--- config.mk ---
export PLATFORM = sky130hd
export DESIGN_NAME = msd_memory_space_address_decode
export DESIGN_NICKNAME = d
export VERILOG_FILES = /design/src/hdl/msd_pkg.sv /design/src/hdl/msd_agu.sv /design/src/hdl/msd_memory_space_address_decode.sv
export SDC_FILE = /design/constraint.sdc
export NUM_CORES = 1
export LEC_CHECK = 0
export BUFFER_PORTS_ARGS = -buffer_cell sky130_fd_sc_hd__buf_2
export CORE_AREA = 2 2 215 217
export CTS_CLUSTER_DIAMETER = 80
export DETAILED_ROUTE_END_ITERATION = 7
export DIE_AREA = 0 0 217 219
export PLACE_DENSITY_LB_ADDON = 0.2
export SKIP_CTS_REPAIR_TIMING = 1
export SLEW_MARGIN = 20
export SYNTH_ARGS = -nofsm -noshare
export SYNTH_HDL_FRONTEND = slang
export SYNTH_HIERARCHICAL = 1
export SYNTH_SLANG_ARGS = --single-unit
--- constraint.sdc ---
create_clock -name clk -period 3.1 [get_ports clk]
set_clock_uncertainty 0.05 [all_clocks]
set_input_delay 0 -clock clk [delete_from_list [all_inputs] [get_ports clk]]
set_output_delay 0 -clock clk [all_outputs]
set_load 0.02 [all_outputs]
--- src/hdl/msd_pkg.sv ---
package msd_pkg;

  // ****************************************************************
  // widths
  // ****************************************************************
  localparam int PROG_AW = 24;
  localparam int PC_W = 23;
  localparam int DATA_AW = 16;
  localparam int DATA_W = 16;
  localparam int NEAR_AW = 13;
  localparam int PAGE_W = 8;
  localparam int WREG_IDX_W = 4;

  // ****************************************************************
  // program space map
  // ****************************************************************
  localparam logic [PROG_AW-1:0] PROG_RESET_ADDR = 24'h000000;
  localparam logic [PROG_AW-1:0] PROG_RESET_TARGET = 24'h000002;
  localparam logic [PROG_AW-1:0] PROG_IVT_START = 24'h000004;
  localparam logic [PROG_AW-1:0] PROG_IVT_END = 24'h0000ff;
  localparam logic [PROG_AW-1:0] PROG_AIVT_START = 24'h000100;
  localparam logic [PROG_AW-1:0] PROG_AIVT_END = 24'h0001ff;
  localparam logic [PROG_AW-1:0] PROG_USER_START = 24'h000200;
  localparam logic [PROG_AW-1:0] PROG_USER_LIMIT = 24'h7fffff;
  localparam logic [PROG_AW-1:0] PC_STEP = 24'h000002;
  localparam int TBL_CFG_BIT = 7;
  localparam int PSV_OFS_W = 15;

  // ****************************************************************
  // data space map
  // ****************************************************************
  localparam logic [DATA_AW-1:0] SFR_END = 16'h07ff;
  localparam logic [DATA_AW-1:0] NEAR_END = 16'h1fff;
  localparam logic [DATA_AW-1:0] STEP_BYTE = 16'h0001;
  localparam logic [DATA_AW-1:0] STEP_WORD = 16'h0002;
  localparam logic [DATA_W-1:0] ZERO_WORD = 16'h0000;
  localparam logic [7:0] ZERO_BYTE = 8'h00;
  localparam logic [7:0] ONES_BYTE = 8'hff;

  // ****************************************************************
  // types
  // ****************************************************************
  typedef enum logic [1:0] {
    MSD_REGION_SFR = 2'b00,
    MSD_REGION_RAM = 2'b01,
    MSD_REGION_PSV = 2'b11,
    MSD_REGION_NONE = 2'b10
  } msd_region_t;

  typedef enum logic [1:0] {
    MSD_EXT_NONE = 2'b00,
    MSD_EXT_SIGN = 2'b01,
    MSD_EXT_ZERO = 2'b11
  } msd_ext_t;

  typedef struct packed {
    logic valid;
    logic is_byte;
    logic [DATA_AW-1:0] addr;
  } msd_rd_req_t;

  typedef struct packed {
    logic valid;
    logic is_byte;
    logic [DATA_AW-1:0] addr;
    logic [DATA_W-1:0] data;
  } msd_wr_req_t;

  typedef struct packed {
    logic valid;
    logic table_op;
    logic [PAGE_W-1:0] table_page_pointer;
    logic [DATA_W-1:0] offset;
  } msd_tbl_req_t;

endpackage : msd_pkg

--- src/hdl/msd_agu.sv ---
`timescale 1ns/1ps
`default_nettype none
// one data address path: decode, lane select, misalign check, post-inc
module msd_agu
  import msd_pkg::*;
#(
  parameter int RAM_BYTES = 30720
)
(
  // request
  input wire msd_pkg::msd_rd_req_t req,
  // decode
  output var msd_pkg::msd_region_t region,
  output logic implemented,
  output logic misaligned,
  output logic [1:0] lane_strobe,
  output logic [DATA_AW-1:0] post_inc_addr
);
  import msd_pkg::*;

  localparam logic [DATA_AW-1:0] RAM_END = DATA_AW'(RAM_BYTES - 1);

  always_comb
  begin
    if (req.addr[DATA_AW-1])
      region = MSD_REGION_PSV;
    else if (req.addr <= SFR_END)
      region = MSD_REGION_SFR;
    else if (req.addr <= RAM_END)
      region = MSD_REGION_RAM;
    else
      region = MSD_REGION_NONE;
  end

  assign implemented = (region != MSD_REGION_NONE);
  assign misaligned = req.valid & ~req.is_byte & req.addr[0];
  // low lane is the even byte
  assign lane_strobe = req.is_byte ? {req.addr[0], ~req.addr[0]} : 2'b11;
  assign post_inc_addr = req.addr + (req.is_byte ? STEP_BYTE : STEP_WORD);

endmodule : msd_agu
`default_nettype wire

--- src/hdl/msd_memory_space_address_decode.sv ---
`timescale 1ns/1ps
`default_nettype none
module msd_memory_space_address_decode
  import msd_pkg::*;
#(
  parameter int RAM_BYTES = 30720
)
(
  // system
  input wire logic clk,
  input wire logic reset,
  // program counter control
  input wire logic pc_advance,
  input wire logic pc_retreat,
  input wire logic pc_load,
  input wire logic [PC_W-1:0] pc_load_value,
  // table and visibility requests
  input wire msd_pkg::msd_tbl_req_t tbl_req,
  input wire logic [PAGE_W-1:0] visibility_page_reg,
  input wire logic psv_enable,
  // data read and write requests
  input wire msd_pkg::msd_rd_req_t rd_req,
  input wire msd_pkg::msd_wr_req_t wr_req,
  input wire logic near_direct,
  input wire logic [NEAR_AW-1:0] near_field,
  // memory side
  input wire logic [DATA_W-1:0] mem_rdata,
  input wire logic sfr_hit,
  // working register update
  input wire logic wreg_wr,
  input wire logic [WREG_IDX_W-1:0] wreg_idx,
  input wire logic wreg_byte,
  input wire logic [DATA_W-1:0] wreg_data,
  input wire msd_pkg::msd_ext_t ext_op,
  // program side outputs
  output logic [PROG_AW-1:0] prog_addr,
  output logic prog_upper_word,
  output logic prog_access_ok,
  output logic prog_in_vectors,
  // data side outputs
  output logic [DATA_AW-1:0] rd_word_addr,
  output logic [DATA_AW-1:0] wr_word_addr,
  output logic [1:0] wr_lane_strobe,
  output logic [DATA_W-1:0] wr_data_out,
  output logic [DATA_W-1:0] rd_data_out,
  output logic [DATA_AW-1:0] rd_next_addr,
  output logic [DATA_AW-1:0] wr_next_addr,
  // exceptions
  output logic addr_error_pulse,
  output logic addr_error_is_write,
  // register file view
  output logic [DATA_W-1:0] wreg_out [16]
);
  import msd_pkg::*;

  // ****************************************************************
  // program counter
  // ****************************************************************
  logic [PC_W-1:0] pc_reg;
  logic [PC_W-1:0] pc_next;

  always_comb
  begin
    pc_next = pc_reg;
    if (pc_load)
      pc_next = {pc_load_value[PC_W-1:1], 1'b0};
    else if (pc_advance)
      pc_next = pc_reg + PC_W'(PC_STEP);
    else if (pc_retreat)
      pc_next = pc_reg - PC_W'(PC_STEP);
  end

  always_ff @(posedge clk)
  begin
    if (reset)
      pc_reg <= PC_W'(PROG_RESET_ADDR);
    else
      pc_reg <= pc_next;
  end

  // ****************************************************************
  // program address formation
  // ****************************************************************
  logic [PROG_AW-1:0] prog_addr_next;
  logic prog_ok_next;

  always_comb
  begin
    if (tbl_req.valid && tbl_req.table_op)
    begin
      // table page forms the top byte
      prog_addr_next = {tbl_req.table_page_pointer, tbl_req.offset};
      // top page bit opens configuration space
      prog_ok_next = !prog_addr_next[PROG_AW-1] ||
                     tbl_req.table_page_pointer[TBL_CFG_BIT];
    end
    else if (tbl_req.valid && psv_enable && rd_req.addr[DATA_AW-1])
    begin
      prog_addr_next = {1'b0, visibility_page_reg, rd_req.addr[PSV_OFS_W-1:0]};
      prog_ok_next = 1'b1;
    end
    else
    begin
      prog_addr_next = {1'b0, pc_reg};
      prog_ok_next = !prog_addr_next[PROG_AW-1];
    end
  end

  always_ff @(posedge clk)
  begin
    if (reset)
    begin
      prog_addr <= PROG_RESET_ADDR;
      prog_upper_word <= 1'b0;
      prog_access_ok <= 1'b1;
      prog_in_vectors <= 1'b1;
    end
    else
    begin
      prog_addr <= prog_addr_next;
      prog_upper_word <= prog_addr_next[0];
      prog_access_ok <= prog_ok_next && (prog_addr_next <= PROG_USER_LIMIT
                        || tbl_req.table_page_pointer[TBL_CFG_BIT]);
      prog_in_vectors <= prog_addr_next < PROG_USER_START;
    end
  end

  // ****************************************************************
  // data address generation, one path per direction
  // ****************************************************************
  msd_rd_req_t rd_eff;
  msd_rd_req_t wr_as_rd;
  msd_region_t rd_region;
  msd_region_t wr_region;
  logic rd_impl;
  logic wr_impl;
  logic rd_mis;
  logic wr_mis;
  logic [1:0] rd_lanes;
  logic [1:0] wr_lanes;
  logic [DATA_AW-1:0] rd_inc;
  logic [DATA_AW-1:0] wr_inc;

  always_comb
  begin
    rd_eff = rd_req;
    if (near_direct)
      rd_eff.addr = {{(DATA_AW-NEAR_AW){1'b0}}, near_field};
  end

  assign wr_as_rd = '{valid: wr_req.valid, is_byte: wr_req.is_byte, addr: wr_req.addr};

  msd_agu #(.RAM_BYTES(RAM_BYTES)) u_rd_agu (
    .req(rd_eff),
    .region(rd_region),
    .implemented(rd_impl),
    .misaligned(rd_mis),
    .lane_strobe(rd_lanes),
    .post_inc_addr(rd_inc)
  );

  msd_agu #(.RAM_BYTES(RAM_BYTES)) u_wr_agu (
    .req(wr_as_rd),
    .region(wr_region),
    .implemented(wr_impl),
    .misaligned(wr_mis),
    .lane_strobe(wr_lanes),
    .post_inc_addr(wr_inc)
  );

  // ****************************************************************
  // data path registers
  // ****************************************************************
  logic rd_pend_reg;
  logic rd_byte_reg;
  logic rd_hi_reg;
  logic rd_zero_reg;

  always_ff @(posedge clk)
  begin
    if (reset)
    begin
      rd_word_addr <= ZERO_WORD;
      wr_word_addr <= ZERO_WORD;
      wr_lane_strobe <= 2'b00;
      wr_data_out <= ZERO_WORD;
      rd_next_addr <= ZERO_WORD;
      wr_next_addr <= ZERO_WORD;
      rd_pend_reg <= 1'b0;
      rd_byte_reg <= 1'b0;
      rd_hi_reg <= 1'b0;
      rd_zero_reg <= 1'b0;
    end
    else
    begin
      rd_word_addr <= {rd_eff.addr[DATA_AW-1:1], 1'b0};
      wr_word_addr <= {wr_req.addr[DATA_AW-1:1], 1'b0};
      // misaligned write runs but does not store
      wr_lane_strobe <= (wr_req.valid && !wr_mis && wr_impl) ? wr_lanes : 2'b00;
      // byte data is steered onto the lane it is written to
      wr_data_out <= (wr_req.is_byte && wr_req.addr[0]) ?
                     {wr_req.data[7:0], wr_req.data[7:0]} : wr_req.data;
      rd_next_addr <= rd_req.valid ? rd_inc : rd_next_addr;
      wr_next_addr <= wr_req.valid ? wr_inc : wr_next_addr;
      rd_pend_reg <= rd_eff.valid;
      rd_byte_reg <= rd_eff.is_byte;
      rd_hi_reg <= rd_lanes[1] & rd_eff.is_byte;
      // unused registers and holes read zero
      rd_zero_reg <= !rd_impl || (rd_region == MSD_REGION_SFR);
    end
  end

  // sfr_hit arrives with the data, one cycle after the address
  always_ff @(posedge clk)
  begin
    if (reset)
      rd_data_out <= ZERO_WORD;
    else if (rd_pend_reg)
    begin
      if (rd_zero_reg && !(sfr_hit && rd_zero_reg && rd_word_addr <= SFR_END))
        rd_data_out <= ZERO_WORD;
      else if (rd_byte_reg)
        rd_data_out <= {ZERO_BYTE, rd_hi_reg ? mem_rdata[15:8] : mem_rdata[7:0]};
      else
        rd_data_out <= mem_rdata;
    end
  end

  // ****************************************************************
  // address error
  // ****************************************************************
  always_ff @(posedge clk)
  begin
    if (reset)
    begin
      addr_error_pulse <= 1'b0;
      addr_error_is_write <= 1'b0;
    end
    else
    begin
      addr_error_pulse <= rd_mis | wr_mis;
      if (rd_mis | wr_mis)
        addr_error_is_write <= wr_mis;
    end
  end

  // ****************************************************************
  // working registers
  // ****************************************************************
  logic [DATA_W-1:0] wreg_reg [16];

  always_ff @(posedge clk)
  begin
    if (reset)
    begin
      for (int i = 0; i < 16; i++)
        wreg_reg[i] <= ZERO_WORD;
    end
    else if (wreg_wr)
    begin
      case (ext_op)
        MSD_EXT_SIGN:
          wreg_reg[wreg_idx] <= {{8{wreg_data[7]}}, wreg_data[7:0]};
        MSD_EXT_ZERO:
          wreg_reg[wreg_idx] <= {ZERO_BYTE, wreg_data[7:0]};
        default:
          if (wreg_byte)
            wreg_reg[wreg_idx][7:0] <= wreg_data[7:0];
          else
            wreg_reg[wreg_idx] <= wreg_data;
      endcase
    end
  end

  assign wreg_out = wreg_reg;

  // ****************************************************************
  // checks
  // ****************************************************************
  AST_PC_ALIGNED: assert property (@(posedge clk) disable iff (reset)
    pc_reg[0] == 1'b0) else $error("pc odd");
  AST_PC_STEP: assert property (@(posedge clk) disable iff (reset)
    (pc_advance && !pc_load) |=> pc_reg == $past(pc_reg) + 23'h2)
    else $error("pc step wrong");
  // look only at the first edge after release, where pc_reg is settled
  AST_RESET_PC: assert property (@(posedge clk)
    ($past(reset) && !reset) |-> pc_reg == 23'h0) else $error("pc not zero after reset");
  AST_MISALIGN_PULSE: assert property (@(posedge clk) disable iff (reset)
    (wr_req.valid && !wr_req.is_byte && wr_req.addr[0]) |=>
    addr_error_pulse && addr_error_is_write) else $error("no write error");
  AST_MISALIGN_NOWRITE: assert property (@(posedge clk) disable iff (reset)
    (wr_req.valid && !wr_req.is_byte && wr_req.addr[0]) |=> wr_lane_strobe == 2'b00)
    else $error("misaligned write stored");
  AST_BYTE_LANE: assert property (@(posedge clk) disable iff (reset)
    (wr_req.valid && wr_req.is_byte && wr_impl) |=>
    wr_lane_strobe == ($past(wr_req.addr[0]) ? 2'b10 : 2'b01))
    else $error("byte lane wrong");
  AST_PULSE_ONE: assert property (@(posedge clk) disable iff (reset)
    addr_error_pulse && !$past(rd_mis | wr_mis) |-> 1'b0)
    else $error("stray error pulse");
  AST_BYTE_KEEP: assert property (@(posedge clk) disable iff (reset)
    (wreg_wr && wreg_byte && ext_op == MSD_EXT_NONE) |=>
    wreg_reg[$past(wreg_idx)][15:8] == $past(wreg_reg[wreg_idx][15:8]))
    else $error("byte load changed high byte");
  AST_POSTINC: assert property (@(posedge clk) disable iff (reset)
    rd_req.valid |=> rd_next_addr == ($past(near_direct) ?
    {{(DATA_AW-NEAR_AW){1'b0}}, $past(near_field)} : $past(rd_req.addr)) +
    ($past(rd_req.is_byte) ? 16'h1 : 16'h2))
    else $error("post increment wrong");

endmodule : msd_memory_space_address_decode
`default_nettype wire

==> impl_results.md, run 1 <==
* Clock slew at reported path FFs at 0.06 ns
* IO Count at 553
* Initial Utilization at 36.9%
* Tmin final at 2.94 ns
* GRT Residual Overflow at 0
* Setup slack on the worst flop-to-flop path at 0.16 ns
* Final Max Tran Viols at 0
* Post-DR wirelength/cell at 19.2 um
* Crit path largest cell delay at 0.58 ns
* WL final at 62600 um
* Routability-driven placement congestion ratio at 0.913
* Crit Path Class: flip-flop to flip-flop
* Tcrit/Tclk final at 94.7%
* Critical Path Fanout Max at 5
* First-pass GRT wire length at 88200 um
* Post-DP HPWL at 43500 um
* Crit path cell chain: ha_1 > a21o_1 > a21oi_1 > nand2_1 > xnor2_1 > a21oi_1 > mux2i_1 > dlygate4sd3_1 > nor2_1 > dlygate4sd3_1
* ANT nets after route at 0
* Yosys Warn Count at 6
* Max-Cap Viols at 0
* Core area at 45100 sq um
* Depth of the CTS H-tree at 2
* PD cells at 558 nW/um^2
* Fin nets at 2817
* DIE HEIGHT at 219 um
* Worst path top cell family by delay: buffers and inverters
* Drt via density at 5.18
* Failing checks: hold timing
* Hold path depth at 5
* Clk root buf: clkbuf_16
* Initial DRC Count at 1417
* Largest net degree at the start of global routing at 144
* DRC Markers at 0
* Commonest non-fill, non-tap cells in the layout: buf_2 (547), dfxtp_1 (406), nor2_1 (246), nand2_1 (212), dlygate4sd3_1 (210)
* Mapped Cells at 1920
* Maximum vdd drop at 0.404 mV
* Fin cells at 3256
* Worst reg2reg endpoint: pc_reg[6]
* I/O Buffers at 549
* GRT Overall Usage at 23.8%
* Clock Sinks at 406
* Fillers at 4221
* Clk buf depth at 3
* Hold Path Class: input pin to flip-flop
* Slew @ Worst Pin at 0.806 ns
* Crit path capture type: flip-flop
* TritonCTS clock tree: built
* Unrepaired setup endpoints after global routing: false
* Internal power at 0.00962 W
* Area Overhead vs Synth at 41.7%
* Sw Share at 26.7%
* Row Count at 78
* Critical path buffers and inverters at 2
* Clk pwr share at 42.8%
* Final setup fails at 0
* Commonest non-fill, non-tap cell in the layout: buf_2
* Share of layout cells above drive strength 1 at 27.2%
* Worst Path Required at 3.52 ns
* Placed Cells at 2960
* Initial antenna violation count at 1
* Worst Reg-to-Reg Cells at 10
* Final total power at 0.0131 W
* F_max at 341 MHz
* Clk Latency, worst-skew pair at 0.58 ns
* Worst setup SP type: flip-flop
* Die area at 47500 sq um
* Hold Worst Slack at -0.00848 ns
* Gate power share at 15.3%
* Sequential share of power at 41.9%
* Hold Path Origin: rd_req[5]
* Pre-CTS setup slack at 0.595 ns
* Max-Slew Margin vs Limit at 46.1%
* Hold Path End: rd_next_addr[5]
* Status: complete, but fails checks
* DR pass1 iterations at 5
* Final hold violations at 1
* Slowest-stage cell, CP: dlygate4sd3_1
* Worst path arrival time at 3.35 ns
* Worst r2r src: pc_reg[4]
* Fin worst setup slack at 0.164 ns
* Leakage at 10.4 nW
* Routed via count at 16856
* P_sw at 0.00351 W
* Die X at 217 um
* Fin Setup TNS at 0 ns
* Syn avg cell area at 8.66 sq um
* Vias in the first global route at 14544
* Mapped cell area at 16600 sq um
* CTS Buf Count at 45
[worst max path at each step]
stage | cells past startpoint | end | from | slack, ns
6_report | 10 | pc_reg[6] | pc_reg[4] | 0.16
5_1_grt | 10 | pc_reg[6] | pc_reg[4] | 0.03
4_1_cts | 9 | pc_reg[15] | pc_reg[1] | 0.57
3_5_place_dp | 9 | pc_reg[15] | pc_reg[1] | 0.60
3_3_place_gp | 9 | pc_reg[15] | pc_reg[1] | 0.60
2_1_floorplan | 10 | rd_next_addr[14] | near_direct | 0.78
[stage by stage]
step / instance area [sq um] / hold WS (ns) / utilization, %
finish: 23600 / -0.00848 / 52.3
global route: 23600 / 0.00211 / 52.2
CTS: 21500 / -0.424 / 47.6
detailed placement: 19900 / 0.187 / 44.1
global placement: 19900 / 0.174 / 44.1
floorplan: 16600 / 0.0717 / -
[power by group through the flow]
stage               clock network, W  registers, W  logic [W]
detailed placement                 0       0.00562    0.00171
finish                       0.00562       0.00551    0.00201
CTS                          0.00571       0.00551    0.00172
global route                 0.00595       0.00553    0.00216
global placement                   0       0.00562    0.00170
floorplan                          0       0.00579   0.000907
[area by class of cell]
| type | count | area, sq um | share of cell area [%] |
|---|---|---|---|
| sequential | 406 | 8130 | 34.5 |
| multi-input combinational | 1340 | 7790 | 33.1 |
| timing repair buffer | 797 | 5210 | 22.1 |
| clock buffer | 72 | 1390 | 5.89 |
| tap | 600 | 751 | 3.19 |
| clock inverter | 12 | 185 | 0.786 |
| inverter | 27 | 101 | 0.430 |
| antenna | 2 | 5.00 | 0.0212 |
[metal layers]
metal	part of all wire, %	up-vias	wire [um]	global-route usage [%]
met4	3.5	0	2160	7.90
li1	-	8062	-	-
met5	0	-	0	0
met1	44	7962	27300	33.0
met2	45	691	28400	36.8
met3	7.6	141	4760	5.24
[tightest hold or removal path, stage by stage]
cell	delay, ns
buf_2	0.08
mux2_2	0.22
xnor2_1	0.13
mux2i_1	0.06
nor2_1	0.07
Note: power is estimated with default switching activity, not from simulation.
==> run 2: changes to the inputs <==
CORE_AREA = 4 4 211 213   (was 2 2 215 217)
DIE_AREA = 0 0 215 217   (was 0 0 217 219)
==> run 2 against run 1 <==
Net effect: the run still ends with hold timing left; wire length is 0.85% higher; non-clock buffer count decreased by 18; die area shrank 1.8%; sequential share of layout area rose by 0.39 points; worst setup slack gained 0.11 ns; count of clock-buffer cells in the layout is 9 lower; sequential cell count stayed put; final cell count is 2.2% lower; combinational power hardly changed; critical path type unchanged; largest cell class unchanged; highest routed layer unchanged.
==> impl_results.md, run 2 (same netlist as run 1, synthesis figures left out) <==
* Critical Path Fanout Max at 6 (+1)
* Vias in the first global route at 14956 (+2.8%)
* Slowest-stage cell, CP: dlygate4sd3_1
* Maximum vdd drop at 0.426 mV (+5.3%)
* Hold Worst Slack at -0.00714 ns (+0.00134 ns)
* Initial DRC Count at 1734 (+22%)
* Clk root buf: clkbuf_16
* Final Max Tran Viols at 0 (unchanged)
* Max-Cap Viols at 0 (unchanged)
* Worst Reg-to-Reg Cells at 8 (-2)
* Hold Path Class: input pin to flip-flop
* Finished Cell Area at 23300 sq um (-1.1%)
* Tmin final at 2.82 ns (-0.112 ns)
* Post-DP HPWL at 44400 um (+2.1%)
* WL final at 63100 um (+0.85%)
* Critical path buffers and inverters at 1 (-1)
* Clk buf depth at 3 (unchanged)
* Worst path arrival time at 3.21 ns (-0.14 ns)
* Crit path largest cell delay at 0.59 ns (about the same)
* Largest net degree at the start of global routing at 145 (+0.69%)
* Clk Latency, worst-skew pair at 0.56 ns (-0.02 ns)
* IO Count at 553 (unchanged)
* Depth of the CTS H-tree at 2 (unchanged)
* Clock Sinks at 406 (unchanged)
* Leakage at 10.3 nW (-0.78%)
* Placed Cells at 2904 (-1.9%)
* Clock slew at reported path FFs at 0.06 ns (about the same)
* Core area at 42700 sq um (-5.3%)
* Row Count at 76 (-2.6%)
* Die X at 215 um (-0.92%)
* Max-Slew Margin vs Limit at 45.7% (-0.39 points)
* Routability-driven placement congestion ratio at 0.929 (+1.8%)
* Crit. path cell count at 8 (-2)
* Fin cells at 3184 (-2.2%)
* Placed instance area at 19800 sq um (-0.38%)
* Fin nets at 2798 (-0.67%)
* Crit path cell chain: ha_1 > a21oi_1 > o21ai_0 > a21oi_1 > a21bo_2 > a211oi_1 > o221ai_1 > dlygate4sd3_1
* Die area at 46700 sq um (-1.8%)
* Crit Path Class: flip-flop to flip-flop
* Fin Setup TNS at 0 ns (unchanged)
* Area Overhead vs Synth at 40.1%
* DRC Markers at 0 (unchanged)
* Commonest non-fill, non-tap cells in the layout: buf_2 (547), dfxtp_1 (406), nor2_1 (246), nand2_1 (212), dlygate4sd3_1 (194)
* Initial Utilization at 38.9% (+2.1 points)
* GRT Overall Usage at 24.3% (+0.43 points)
* Worst setup SP type: flip-flop
* TritonCTS clock tree: built
* I/O Buffers at 549 (unchanged)
* F_max at 354 MHz (+4.0%)
* Share of layout cells above drive strength 1 at 27.2% (+0.037 points)
* Register area at 8130 sq um (unchanged)
* PD cells at 560 nW/um^2 (+0.45%)
* Initial antenna violation count at 3 (+2)
* Drt via density at 5.34 (+3.2%)
* Most frequent CP cell: a21oi_1
* Tcrit/Tclk final at 91.1% (-3.6 points)
* Hold path depth at 5 (unchanged)
* Final setup fails at 0 (unchanged)
* Status: complete, but fails checks
* ANT nets after route at 0 (unchanged)
* Commonest non-fill, non-tap cell in the layout: buf_2
* DR pass1 iterations at 5 (unchanged)
* Fillers at 3906 (-7.5%)
* Failing checks: hold timing
* First-pass GRT wire length at 90200 um (+2.3%)
* CTS Buf Count at 44 (-2.2%)
* Final hold violations at 2 (+1)
* Multi-input combinational cell area at 7800 sq um (about the same)
* Routed via count at 17005 (+0.88%)
* Worst Path Required at 3.49 ns (-0.03 ns)
* Slew @ Worst Pin at 0.811 ns (+0.00587 ns)
* Post-DR wirelength/cell at 19.8 um (+3.1%)
* GRT Residual Overflow at 0 (unchanged)
* Crit path capture type: flip-flop
* DIE HEIGHT at 217 um (-0.91%)
* Unrepaired setup endpoints after global routing: false
* Worst path top cell family by delay: compound AO/OA/AOI/OAI gates
==> run 2: cell types whose count changed in the layout (fill, tap and decap cells not counted), sizes merged <==
cell	delta
buf	-2
bufinv	+2
clkbuf	-9
clkinv	+5
diode	+4
dlygate4sd3	-16
inv	-2
==> run 2: cell type report <==
class	instances	share of cell area [%]
clock inverters	17	1.08
inverters	27	0.435
multi-input cells	1340	33.5
flip-flops and latches	406	34.9
well taps	546	2.93
clock buffers	63	5.52
diodes	6	0.0644
repair buffers	779	21.6
==> run 2: power breakdown <==
group          internal [W]  total (W)  switching (W)
Combinational      0.000775    0.00198        0.00120
Clock               0.00339    0.00555        0.00217
Sequential          0.00541    0.00552       0.000109
Total               0.00957     0.0130        0.00348
==> run 2: final timing paths <==
path,start,to,slack [ns]
min reg2reg,wreg_out[160],wreg_out[160],0.40
min,visibility_page_reg[1],prog_in_vectors,-0.007
max,pc_reg[7],pc_reg[22],0.28
max reg2reg,pc_reg[7],pc_reg[22],0.28
==> run 2: metrics by stage <==
step / setup WS, ns / utilization, % / hold slack (ns) / total power, W
after global routing: 0.139 / 54.6 / 0.00716 / 0.0136
final: 0.276 / 54.6 / -0.00714 / 0.0130
after detailed placement: 0.533 / 46.4 / 0.184 / 0.00735
after floorplan: 0.780 / - / 0.0717 / 0.00670
after CTS: 0.558 / 50.0 / -0.416 / 0.0129
after global placement: 0.576 / 46.4 / 0.178 / 0.00733
==> run 2: metal layers <==
metal	vias up	part of all wire, %	track usage (%)
met5	-	0	0
met3	146	7.9	5.70
li1	8029	-	-
met4	0	3.4	7.21
met2	770	46	38.6
met1	8060	43	33.1
==> run 2: worst min-delay path, stage by stage <==
cell       delay [ns]
buf_2            0.08
o32ai_1          0.11
nand2_1          0.09
a2111oi_0        0.07
or2_1            0.20
